<file path="config.mk">
export PLATFORM = sky130hd
export DESIGN_NAME = gpx_top
export DESIGN_NICKNAME = d
export VERILOG_FILES = /design/src/core/gpx_pkg.sv /design/src/core/gpx_port.sv /design/src/core/gpx_sync.sv /design/src/core/gpx_top.sv
export SDC_FILE = /design/constraint.sdc
export NUM_CORES = 1
export LEC_CHECK = 0
export BUFFER_PORTS_ARGS = -buffer_cell sky130_fd_sc_hd__buf_2
export CAP_MARGIN = 20
export CORE_ASPECT_RATIO = 0.9
export CORE_MARGIN = 3
export CORE_UTILIZATION = 25
export DETAILED_ROUTE_END_ITERATION = 10
export PLACE_DENSITY = 0.41
export SETUP_SLACK_MARGIN = 0.2
export SYNTH_ARGS = -nofsm -noshare
export SYNTH_HDL_FRONTEND = slang
export SYNTH_SLANG_ARGS = --single-unit
</file>
<file path="constraint.sdc">
create_clock -name I_CLOCK -period 2.67 [get_ports I_CLOCK]
set_input_delay 0.267 -clock I_CLOCK [delete_from_list [all_inputs] [get_ports I_CLOCK]]
set_output_delay 0.267 -clock I_CLOCK [all_outputs]
set_load 0.05 [all_outputs]
</file>
<file path="src/core/gpx_pkg.sv">
// Purpose: Shared constants for the serial GPIO expander slave
// Assumes: 40 MHz system clock, 16 port pins in two 8-bit ports
// Notes: Command codes select one register of four pairs
package gpx_pkg;
  localparam int unsigned GPX_CLK_HZ = 40_000_000; // System clock rate
  localparam logic [2:0] GPX_CMD_IN0 = 3'h0; // Input port 0
  localparam logic [2:0] GPX_CMD_IN1 = 3'h1; // Input port 1
  localparam logic [2:0] GPX_CMD_OUT0 = 3'h2; // Output port 0
  localparam logic [2:0] GPX_CMD_OUT1 = 3'h3; // Output port 1
  localparam logic [2:0] GPX_CMD_POL0 = 3'h4; // Polarity inversion 0
  localparam logic [2:0] GPX_CMD_POL1 = 3'h5; // Polarity inversion 1
  localparam logic [2:0] GPX_CMD_CFG0 = 3'h6; // Configuration 0
  localparam logic [2:0] GPX_CMD_CFG1 = 3'h7; // Configuration 1
  localparam logic [7:0] GPX_RST_OUT = 8'hFF; // Output reset value
  localparam logic [7:0] GPX_RST_POL = 8'h00; // Polarity reset value
  localparam logic [7:0] GPX_RST_CFG = 8'hFF; // Configuration reset value
  localparam logic [6:0] GPX_DEF_ADDR = 7'h20; // Default slave address
  localparam int unsigned GPX_BIT_CNT_W = 3; // Bit counter width
  localparam logic [2:0] GPX_LAST_BIT = 3'h7; // Index of last bit of a byte
  localparam int unsigned GPX_SYNC_STAGES = 3; // Pin synchroniser depth
endpackage

</file>
<file path="src/core/gpx_port.sv">
// Purpose: One 8-bit port: pin drive, polarity and change detect
// Assumes: Pin levels arrive already synchronised
// Notes: Snapshot reload on input register read clears the request
`timescale 1ns/1ps
module gpx_port #(
  parameter bit OPEN_DRAIN = 1'b0
) (
  input wire logic i_clk,
  input wire logic i_rstn,
  input wire logic [7:0] i_pin, // Synchronised pin levels
  input wire logic [7:0] i_out, // Output register
  input wire logic [7:0] i_pol, // Polarity inversion
  input wire logic [7:0] i_cfg, // 1 = input
  input wire logic i_rd_snap, // Input register read pulse
  output logic [7:0] o_in_val, // Value reported for input register
  output logic [7:0] o_pin_o,
  output logic [7:0] o_pin_oe,
  output logic o_chg // Change pending on this port
);
  logic [7:0] snap_q, snap_d; // Pin levels at last read
  logic [7:0] po_q, po_d, poe_q, poe_d; // Registered drive

  assign o_in_val = i_pin ^ i_pol;
  // Only input pins count; returning to old level drops the request
  assign o_chg = |((i_pin ^ snap_q) & i_cfg);

  // Next drive and snapshot
  always_comb begin
    snap_d = i_rd_snap ? i_pin : snap_q;
    for (int i = 0; i < 8; i++) begin
      if (i_cfg[i]) begin
        po_d[i] = 1'b0;
        poe_d[i] = 1'b0;
      end else if (OPEN_DRAIN) begin
        po_d[i] = 1'b0;
        poe_d[i] = ~i_out[i];
      end else begin
        po_d[i] = i_out[i];
        poe_d[i] = 1'b1;
      end
    end
  end

  // Register drive and snapshot
  always_ff @(posedge i_clk or negedge i_rstn) begin
    if (!i_rstn) begin
      snap_q <= 8'h00;
      po_q <= 8'h00;
      poe_q <= 8'h00;
    end else begin
      snap_q <= snap_d;
      po_q <= po_d;
      poe_q <= poe_d;
    end
  end

  assign o_pin_o = po_q;
  assign o_pin_oe = poe_q;
endmodule

</file>
<file path="src/core/gpx_sync.sv">
// Purpose: Three-stage synchroniser with agreement filter for pins
// Assumes: Input is asynchronous to I_CLOCK
// Notes: Output changes only when stages two and three agree
`timescale 1ns/1ps
module gpx_sync #(
  parameter int WIDTH = 1,
  parameter logic [WIDTH-1:0] RST_VAL = '1
) (
  input wire logic i_clk,
  input wire logic i_rstn,
  input wire logic [WIDTH-1:0] i_async,
  output logic [WIDTH-1:0] o_sync
);
  logic [WIDTH-1:0] s1_q, s2_q, s3_q; // Raw stages
  logic [WIDTH-1:0] filt_q, filt_d; // Filtered level

  // An empty bundle has nothing to filter
  if (WIDTH < 1) begin : g_bad_width
    $error("gpx_sync needs WIDTH of at least 1");
  end

  // Only accept a level once two stages agree; first stage feeds only the second
  always_comb begin
    filt_d = filt_q;
    for (int i = 0; i < WIDTH; i++) begin
      if (s2_q[i] == s3_q[i]) begin
        filt_d[i] = s3_q[i];
      end
    end
  end

  // Register the stages
  always_ff @(posedge i_clk or negedge i_rstn) begin
    if (!i_rstn) begin
      s1_q <= RST_VAL;
      s2_q <= RST_VAL;
      s3_q <= RST_VAL;
      filt_q <= RST_VAL;
    end else begin
      s1_q <= i_async;
      s2_q <= s1_q;
      s3_q <= s2_q;
      filt_q <= filt_d;
    end
  end

  assign o_sync = filt_q;
endmodule

</file>
<file path="src/core/gpx_top.sv">
// Purpose: Serial-bus slave giving access to a 16-bit GPIO expander
// Assumes: SCL and SDA sampled by I_CLOCK at 40 MHz, well above bus rate
// Notes: Slave address is a parameter; pin strap decoding omitted
// Summary of operation
// - Input pins have both drivers off
// - Push-pull drives level; open-drain only pulls low
// - Write bytes alternate within register pair
// - Any number of bytes per write
// - Transmit data loaded at ack falling edge
// - Read bytes alternate within pair, unlimited
// - STOP returns slave to idle anytime
// - Input pin change asserts active-low interrupt
// - Interrupt clears on return or read
// - Output pins never cause interrupts
// - Interrupt causes tracked per port
// - Output-to-input switch may raise interrupt
// - One bit per SCL pulse, stable high
// - START and STOP from SDA edges
// - Slave acknowledges every received byte once its own address matches
// - Acknowledger holds SDA low during pulse
// - Slave releases SDA after missing ack
// - Commands 0 to 7 map registers
// - Polarity bit inverts reported input
// - Configuration 1 input, 0 output
// - Reset: config ones, output ones, polarity zeros
`timescale 1ns/1ps
module gpx_top
  import gpx_pkg::*;
#(
  parameter logic [6:0] SLAVE_ADDR = GPX_DEF_ADDR,
  parameter bit OPEN_DRAIN = 1'b0
) (
  input wire logic I_CLOCK,
  input wire logic I_RSTN,
  input wire logic I_SCL,
  input wire logic I_SDA,
  output logic O_SDA_O,
  output logic O_SDA_OE,
  output logic O_INT_N_O,
  output logic O_INT_N_OE,
  input wire logic [15:0] I_IO,
  output logic [15:0] O_IO_O,
  output logic [15:0] O_IO_OE
);
  typedef enum logic [2:0] {
    GPX_IDLE, GPX_ADDR, GPX_CMD, GPX_WDAT, GPX_RDAT, GPX_ACK_OUT, GPX_ACK_IN, GPX_SKIP
  } gpx_state_e;

  logic scl_s, sda_s, scl_p_q, sda_p_q; // Filtered bus lines and previous
  logic [15:0] pin_s; // Filtered port pins
  logic scl_rise, scl_fall, start_c, stop_c;
  gpx_state_e st_q, st_d, ack_ret_q, ack_ret_d; // State and post-ack state
  logic [2:0] bit_q, bit_d; // Bit index within byte
  logic [7:0] sh_q, sh_d; // Receive/transmit shift register
  logic [2:0] ptr_q, ptr_d; // Register pointer (command)
  logic first_q, first_d; // SCL fall that ends a START is not a bit
  logic sda_oe_q, sda_oe_d; // Pull SDA low
  logic nack_q, nack_d; // Master did not acknowledge
  logic [7:0] out0_q, out0_d, out1_q, out1_d;
  logic [7:0] pol0_q, pol0_d, pol1_q, pol1_d;
  logic [7:0] cfg0_q, cfg0_d, cfg1_q, cfg1_d;
  logic [7:0] in0_v, in1_v, rd_val;
  logic rd0, rd1, chg0, chg1;

  gpx_sync #(.WIDTH(2), .RST_VAL(2'b11)) u_bus_sync (
    .i_clk(I_CLOCK),
    .i_rstn(I_RSTN),
    .i_async({I_SCL, I_SDA}),
    .o_sync({scl_s, sda_s})
  );
  gpx_sync #(.WIDTH(16), .RST_VAL(16'h0000)) u_pin_sync (
    .i_clk(I_CLOCK),
    .i_rstn(I_RSTN),
    .i_async(I_IO),
    .o_sync(pin_s)
  );

  // Line edges and bus conditions
  assign scl_rise = scl_s & ~scl_p_q;
  assign scl_fall = ~scl_s & scl_p_q;
  assign start_c = scl_s & scl_p_q & sda_p_q & ~sda_s;
  assign stop_c = scl_s & scl_p_q & ~sda_p_q & sda_s;

  // Register select for reads
  always_comb begin
    unique case (ptr_q)
      GPX_CMD_IN0: rd_val = in0_v;
      GPX_CMD_IN1: rd_val = in1_v;
      GPX_CMD_OUT0: rd_val = out0_q;
      GPX_CMD_OUT1: rd_val = out1_q;
      GPX_CMD_POL0: rd_val = pol0_q;
      GPX_CMD_POL1: rd_val = pol1_q;
      GPX_CMD_CFG0: rd_val = cfg0_q;
      GPX_CMD_CFG1: rd_val = cfg1_q;
    endcase
  end

  // Protocol engine next state
  always_comb begin
    st_d = st_q;
    ack_ret_d = ack_ret_q;
    bit_d = bit_q;
    sh_d = sh_q;
    ptr_d = ptr_q;
    first_d = first_q;
    sda_oe_d = sda_oe_q;
    nack_d = nack_q;
    out0_d = out0_q;
    out1_d = out1_q;
    pol0_d = pol0_q;
    pol1_d = pol1_q;
    cfg0_d = cfg0_q;
    cfg1_d = cfg1_q;
    rd0 = 1'b0;
    rd1 = 1'b0;
    if (start_c) begin
      // Start or repeated start: collect the address byte
      st_d = GPX_ADDR;
      bit_d = '0;
      first_d = 1'b1; // Master drops SCL once before the first bit
      sda_oe_d = 1'b0;
    end else if (stop_c) begin
      st_d = GPX_IDLE;
      sda_oe_d = 1'b0;
    end else begin
      unique case (st_q)
        GPX_IDLE, GPX_SKIP: begin
          sda_oe_d = 1'b0;
        end
        GPX_ADDR, GPX_CMD, GPX_WDAT: begin
          if (scl_fall && first_q) begin
            first_d = 1'b0; // Would otherwise count a phantom bit
          end else if (scl_rise) begin
            sh_d = {sh_q[6:0], sda_s};
          end else if (scl_fall && bit_q == GPX_LAST_BIT) begin
            bit_d = '0;
            if (st_q == GPX_ADDR && sh_q[7:1] != SLAVE_ADDR) begin
              st_d = GPX_SKIP; // Not us: stay off the bus
            end else begin
              sda_oe_d = 1'b1;
              st_d = GPX_ACK_OUT;
              if (st_q == GPX_ADDR) begin
                ack_ret_d = sh_q[0] ? GPX_RDAT : GPX_CMD;
              end else if (st_q == GPX_CMD) begin
                ptr_d = sh_q[2:0];
                ack_ret_d = GPX_WDAT;
              end else begin
                // Store then flip within the pair
                unique case (ptr_q)
                  GPX_CMD_OUT0: out0_d = sh_q;
                  GPX_CMD_OUT1: out1_d = sh_q;
                  GPX_CMD_POL0: pol0_d = sh_q;
                  GPX_CMD_POL1: pol1_d = sh_q;
                  GPX_CMD_CFG0: cfg0_d = sh_q;
                  GPX_CMD_CFG1: cfg1_d = sh_q;
                  default: ; // Input registers ignore writes
                endcase
                ptr_d = ptr_q ^ 3'h1;
                ack_ret_d = GPX_WDAT;
              end
            end
          end else if (scl_fall) begin
            bit_d = bit_q + 3'h1;
          end
        end
        GPX_ACK_OUT: begin
          if (scl_fall) begin
            // Ack pulse over: release, or load transmit byte
            st_d = ack_ret_q;
            sda_oe_d = 1'b0;
            if (ack_ret_q == GPX_RDAT) begin
              sh_d = rd_val;
              rd0 = (ptr_q == GPX_CMD_IN0);
              rd1 = (ptr_q == GPX_CMD_IN1);
              sda_oe_d = ~rd_val[7];
            end
          end
        end
        GPX_RDAT: begin
          if (scl_fall && bit_q == GPX_LAST_BIT) begin
            bit_d = '0;
            sda_oe_d = 1'b0; // Release for master's ack
            st_d = GPX_ACK_IN;
          end else if (scl_fall) begin
            bit_d = bit_q + 3'h1;
            sh_d = {sh_q[6:0], 1'b1};
            sda_oe_d = ~sh_q[6];
          end
        end
        GPX_ACK_IN: begin
          if (scl_rise) begin
            nack_d = sda_s;
          end else if (scl_fall) begin
            if (nack_q) begin
              st_d = GPX_SKIP;
              sda_oe_d = 1'b0;
            end else begin
              // Next byte from the other register of the pair
              sh_d = rd_val;
              rd0 = (ptr_q == GPX_CMD_IN0);
              rd1 = (ptr_q == GPX_CMD_IN1);
              sda_oe_d = ~rd_val[7];
              st_d = GPX_RDAT;
            end
          end
        end
      endcase
    end
    // Advance pointer after each byte fetched for transmit
    if (st_d == GPX_RDAT && st_q != GPX_RDAT) begin
      ptr_d = ptr_q ^ 3'h1;
    end
  end

  // Protocol and register file
  always_ff @(posedge I_CLOCK or negedge I_RSTN) begin
    if (!I_RSTN) begin
      scl_p_q <= 1'b1;
      sda_p_q <= 1'b1;
      st_q <= GPX_IDLE;
      ack_ret_q <= GPX_IDLE;
      bit_q <= '0;
      sh_q <= 8'h00;
      ptr_q <= GPX_CMD_IN0;
      first_q <= 1'b0;
      sda_oe_q <= 1'b0;
      nack_q <= 1'b0;
      out0_q <= GPX_RST_OUT;
      out1_q <= GPX_RST_OUT;
      pol0_q <= GPX_RST_POL;
      pol1_q <= GPX_RST_POL;
      cfg0_q <= GPX_RST_CFG;
      cfg1_q <= GPX_RST_CFG;
    end else begin
      scl_p_q <= scl_s;
      sda_p_q <= sda_s;
      st_q <= st_d;
      ack_ret_q <= ack_ret_d;
      bit_q <= bit_d;
      sh_q <= sh_d;
      ptr_q <= ptr_d;
      first_q <= first_d;
      sda_oe_q <= sda_oe_d;
      nack_q <= nack_d;
      out0_q <= out0_d;
      out1_q <= out1_d;
      pol0_q <= pol0_d;
      pol1_q <= pol1_d;
      cfg0_q <= cfg0_d;
      cfg1_q <= cfg1_d;
    end
  end

  gpx_port #(.OPEN_DRAIN(OPEN_DRAIN)) u_port0 (
    .i_clk(I_CLOCK),
    .i_rstn(I_RSTN),
    .i_pin(pin_s[7:0]),
    .i_out(out0_q),
    .i_pol(pol0_q),
    .i_cfg(cfg0_q),
    .i_rd_snap(rd0),
    .o_in_val(in0_v),
    .o_pin_o(O_IO_O[7:0]),
    .o_pin_oe(O_IO_OE[7:0]),
    .o_chg(chg0)
  );
  gpx_port #(.OPEN_DRAIN(OPEN_DRAIN)) u_port1 (
    .i_clk(I_CLOCK),
    .i_rstn(I_RSTN),
    .i_pin(pin_s[15:8]),
    .i_out(out1_q),
    .i_pol(pol1_q),
    .i_cfg(cfg1_q),
    .i_rd_snap(rd1),
    .o_in_val(in1_v),
    .o_pin_o(O_IO_O[15:8]),
    .o_pin_oe(O_IO_OE[15:8]),
    .o_chg(chg1)
  );

  // Open-drain SDA and interrupt: only ever pull low
  assign O_SDA_O = 1'b0;
  assign O_SDA_OE = sda_oe_q;
  assign O_INT_N_O = 1'b0;
  assign O_INT_N_OE = chg0 | chg1;

  property p_stop_idle;
    @(posedge I_CLOCK) disable iff (!I_RSTN) stop_c |=> st_q == GPX_IDLE;
  endproperty
  a_stop_idle: assert property (p_stop_idle) else $error("stop not idle");
  property p_stop_release;
    @(posedge I_CLOCK) disable iff (!I_RSTN) stop_c |=> !sda_oe_q;
  endproperty
  a_stop_release: assert property (p_stop_release) else $error("sda held");
  property p_ack_low;
    @(posedge I_CLOCK) disable iff (!I_RSTN) st_q == GPX_ACK_OUT |-> sda_oe_q;
  endproperty
  a_ack_low: assert property (p_ack_low) else $error("ack not driven");
  property p_reset_cfg;
    @(posedge I_CLOCK) $rose(I_RSTN) |-> cfg0_q == GPX_RST_CFG && out1_q == GPX_RST_OUT;
  endproperty
  a_reset_cfg: assert property (p_reset_cfg) else $error("bad reset value");
  property p_nack_release;
    @(posedge I_CLOCK) disable iff (!I_RSTN)
      st_q == GPX_ACK_IN && nack_q && scl_fall && !start_c && !stop_c |=> !sda_oe_q;
  endproperty
  a_nack_release: assert property (p_nack_release) else $error("sda held");
  property p_int_out;
    @(posedge I_CLOCK) disable iff (!I_RSTN) rd0 ##1 $stable(pin_s[7:0]) |-> !chg0;
  endproperty
  a_int_out: assert property (p_int_out) else $error("read left request");
  property p_wr_pair;
    @(posedge I_CLOCK) disable iff (!I_RSTN)
      st_q == GPX_WDAT && scl_fall && bit_q == GPX_LAST_BIT && !start_c && !stop_c
      |=> ptr_q == ($past(ptr_q) ^ 3'h1);
  endproperty
  a_wr_pair: assert property (p_wr_pair) else $error("pair not alternated");
  property p_in_hiz;
    @(posedge I_CLOCK) disable iff (!I_RSTN) cfg0_q == 8'hFF ##1 cfg0_q == 8'hFF
      |-> O_IO_OE[7:0] == 8'h00;
  endproperty
  a_in_hiz: assert property (p_in_hiz) else $error("input driven");
  property p_read_load;
    @(posedge I_CLOCK) disable iff (!I_RSTN)
      st_q == GPX_ACK_OUT && ack_ret_q == GPX_RDAT && scl_fall && !start_c && !stop_c
      |=> st_q == GPX_RDAT && sh_q == $past(rd_val);
  endproperty
  a_read_load: assert property (p_read_load) else $error("tx not loaded");
  c_write: cover property (@(posedge I_CLOCK) st_q == GPX_WDAT ##1 st_q == GPX_ACK_OUT);
  c_read: cover property (@(posedge I_CLOCK) st_q == GPX_ACK_IN ##1 st_q == GPX_RDAT);
  c_int: cover property (@(posedge I_CLOCK) $rose(O_INT_N_OE));
endmodule

</file>
==> results.py <==
metrics = {
    "worst_setup_path": {
        "cp_max_fo": 12,
        "startpoint_type": "flip-flop",
        "critPathRequiredTime_ns": 2.98,
        "cp.arrival_ns": 2.67,
        "worstSetupEndpointType": "flip-flop",
        "r2r_setup_slack_ns": 0.32,
        "critPathKind": "flip-flop to flip-flop",
    },
    "die": {
        "die_h_um": 174,
        "core-area_um2": 30400,
        "chipWidth_um": 193,
        "ios": 56,
        "rows": 60,
        "start_util": 0.258,
        "die_area_um2": 33600,
    },
    "min_path": {
        "hp-class": "input port to asynchronous set/reset pin",
    },
    "detailed_routing": {
        "drtPass1Iterations": 4,
        "via_per_inst": 4.47,
        "drt_iter0_markers": 385,
        "antenna_left": 0,
        "routed-via-count": 5024,
        "routed_wl_mm": 19.7,
        "drc_errors": 0,
        "wl_per_cell_um": 17.5,
    },
    "synth": {
        "syn_area_per_cell_um2": 12.9,
        "ys_async_sr_fraction": 1.00,
        "synthesis.area_um2": 7860,
        "yosysWarnings": 0,
        "synth.most_common_cell": "dfrtp_1",
        "synth_cell_type_count": 59,
        "yosysTopAreaCellShare": 0.481,
        "synth_area_leader_cell": "dfrtp_1",
        "ys_ff_latch": 193,
        "synth_sequential_area_ratio": 0.621,
        "synthFlopType": "dfrtp_1",
        "synth.area.top_cells": "dfrtp_1 48%, dfstp_2 14%, mux2_2 9.0%",
        "syn_inst": 609,
        "synth_edf_count": 0,
        "synthTopCellsByCount": "151 x dfrtp_1, 63 x mux2_2, 42 x dfstp_2",
    },
    "cts": {
        "clk_path_buf_depth": 2,
        "cts.sink_count": 193,
        "cts_max_level": 4,
        "insertion_delay_ns": 0.43,
        "cts_root_buffer": "clkbuf_16",
        "clk_pin_slew_worst_paths_ns": 0.08,
        "cts_tree": "done",
        "cts_made_buffers": 17,
    },
    "global_route": {
        "grt_use_total": 0.123,
        "grt_pass1_vias": 5293,
        "grt-ovfl-total": 0,
        "antenna_found_initial": 0,
        "grt_max_degree": 68,
        "grt_first_pass_wirelength_mm": 31.5,
    },
    "cells_and_area": {
        "num-nets-final": 730,
        "layout-drive-gt1-share": 0.343,
        "antenna_cells": 0,
        "area_growth_pct": 22.8,
    },
    "power": {
        "ir_drop_v": 0.000493,
        "leakage_nw": 4.09,
        "clkPwrFrac": 0.371,
        "comb_power_share": 0.162,
        "p_sw_w": 0.00217,
        "seqPwrFrac": 0.467,
        "p_int_w": 0.00509,
        "p_sw_frac": 0.299,
        "p_per_area_nw_per_um2": 753,
    },
    "timing": {
        "fmax_mhz": 425,
        "hold_violations": 0,
        "fin_ws_ns": 0.316,
        "final-setup-viol-count": 0,
        "slew_violations": 0,
        "finClkSkew_ns": 0.00809,
        "tightest_slew_ns": 0.652,
        "relSlewSlack": 0.565,
        "fin_crit_sh": 0.882,
        "layout_min_cycle_time_ns": 2.35,
        "fin_setup_tns_ns": 0,
        "rsz0062_at_grt": "false",
    },
    "placement": {
        "dp_hpwl_mm": 13.5,
        "gp_congestion": 0.814,
        "dpl_worst_slack_ns": 0.224,
        "io_buffer_count": 53,
    },
    "run_status": {
        "status": "complete, no violations",
    },
    "job": {
        "maxCapViolCount": 0,
    },
}
stage by stage:
step                std cells  cell area [um2]  total power, W  utilization  hold slack (ns)
detailed placement       1070             8780         0.00459        0.289            0.220
floorplan                 610             7860         0.00413            -          -0.0286
global placement         1070             8780         0.00458        0.289            0.215
finish                   1124             9650         0.00727        0.317            0.319
CTS                      1121             9590         0.00736        0.316            0.314
global route             1124             9650         0.00765        0.317            0.351
final timing paths:
check	from	cells past startpoint	to
max	scl_p_q	5	u_port0.snap_q[4]
min	I_RSTN	2	u_port1.o_pin_o[4]
max reg2reg	scl_p_q	5	u_port0.snap_q[4]
min reg2reg	u_pin_sync.s1_q[3]	0	u_pin_sync.s2_q[3]
max in group asynchronous	I_RSTN	3	u_pin_sync.s3_q[5]
min in group I_CLOCK	u_pin_sync.s1_q[3]	0	u_pin_sync.s2_q[3]
cell usage in the layout, fill, tap and decap left out, types with 18 or more instances in the layout:
cell	synthesis	routed
dfrtp_1	151	149
mux2_2	63	63
buf_2	12	52
dfstp_2	42	42
buf_4	2	36
nand2_1	35	35
xnor2_1	29	29
a21oi_1	27	27
nor2_1	27	27
nor2b_1	25	25
inv_1	23	23
o21ai_0	23	23
dlygate4sd3_1	0	19
maj3_1	18	18
power by group through the flow:
stage               logic, W  clock network (W)  registers, W
floorplan           0.000822                  0       0.00330
global route         0.00132            0.00290       0.00343
finish               0.00118            0.00270       0.00339
global placement     0.00114                  0       0.00344
detailed placement   0.00115                  0       0.00345
CTS                  0.00117            0.00280       0.00339
cell families after synthesis:
kind of cell	synth area share
flops	0.621
simple gates	0.0952
compound gates	0.0895
mux	0.0999
buf+inv	0.0306
xor+xnor	0.0368
fa+ha+maj	0.0261
other cells	0.000477
registers in the layout, indices dropped and copies added, names as in the netlist, 8 cells and up:
signal and count:
u_pin_sync.o_sync 16, u_pin_sync.s1_q 16, u_pin_sync.s2_q 16, u_pin_sync.s3_q 16
cfg0_q 8, cfg1_q 8, out0_q 8, out1_q 8
pol0_q 8, pol1_q 8, sh_q 8, u_port0.o_pin_o 8
u_port0.o_pin_oe 8, u_port0.snap_q 8, u_port1.o_pin_o 8, u_port1.o_pin_oe 8
u_port1.snap_q 8
cell type report:
type	instances	area, um2
Inverter	24	90.1
Clock inverter	13	168
Timing Repair Buffer	111	795
Sequential cell	193	4880
Tap cell	403	504
Fill cell	3020	20800
Multi-Input combinational cell	361	2760
Clock buffer	19	453
critical path, stage by stage, from the launching register on:
cell,delay [ns]
dfstp_2,0.63
or4b_1,0.45
a32o_1,0.25
o221ai_4,0.28
nand4_4,0.28
mux2_2,0.35
per-layer routing:
layer	global-route usage	part of all wire	vias to the layer above
li1	-	-	2340
met1	0.180	0.50	2563
met2	0.186	0.46	99
met3	0.0240	0.035	22
met4	0.0294	0.012	0
met5	0	0	-
timing repair:
action	in CTS	in global routing
resized for setup	0	5
buffers inserted	0	3
endpoints found under the setup margin	0	25
hold endpoints to repair	43	0
hold buffers	19	0
(Power assumes the default switching activity.)
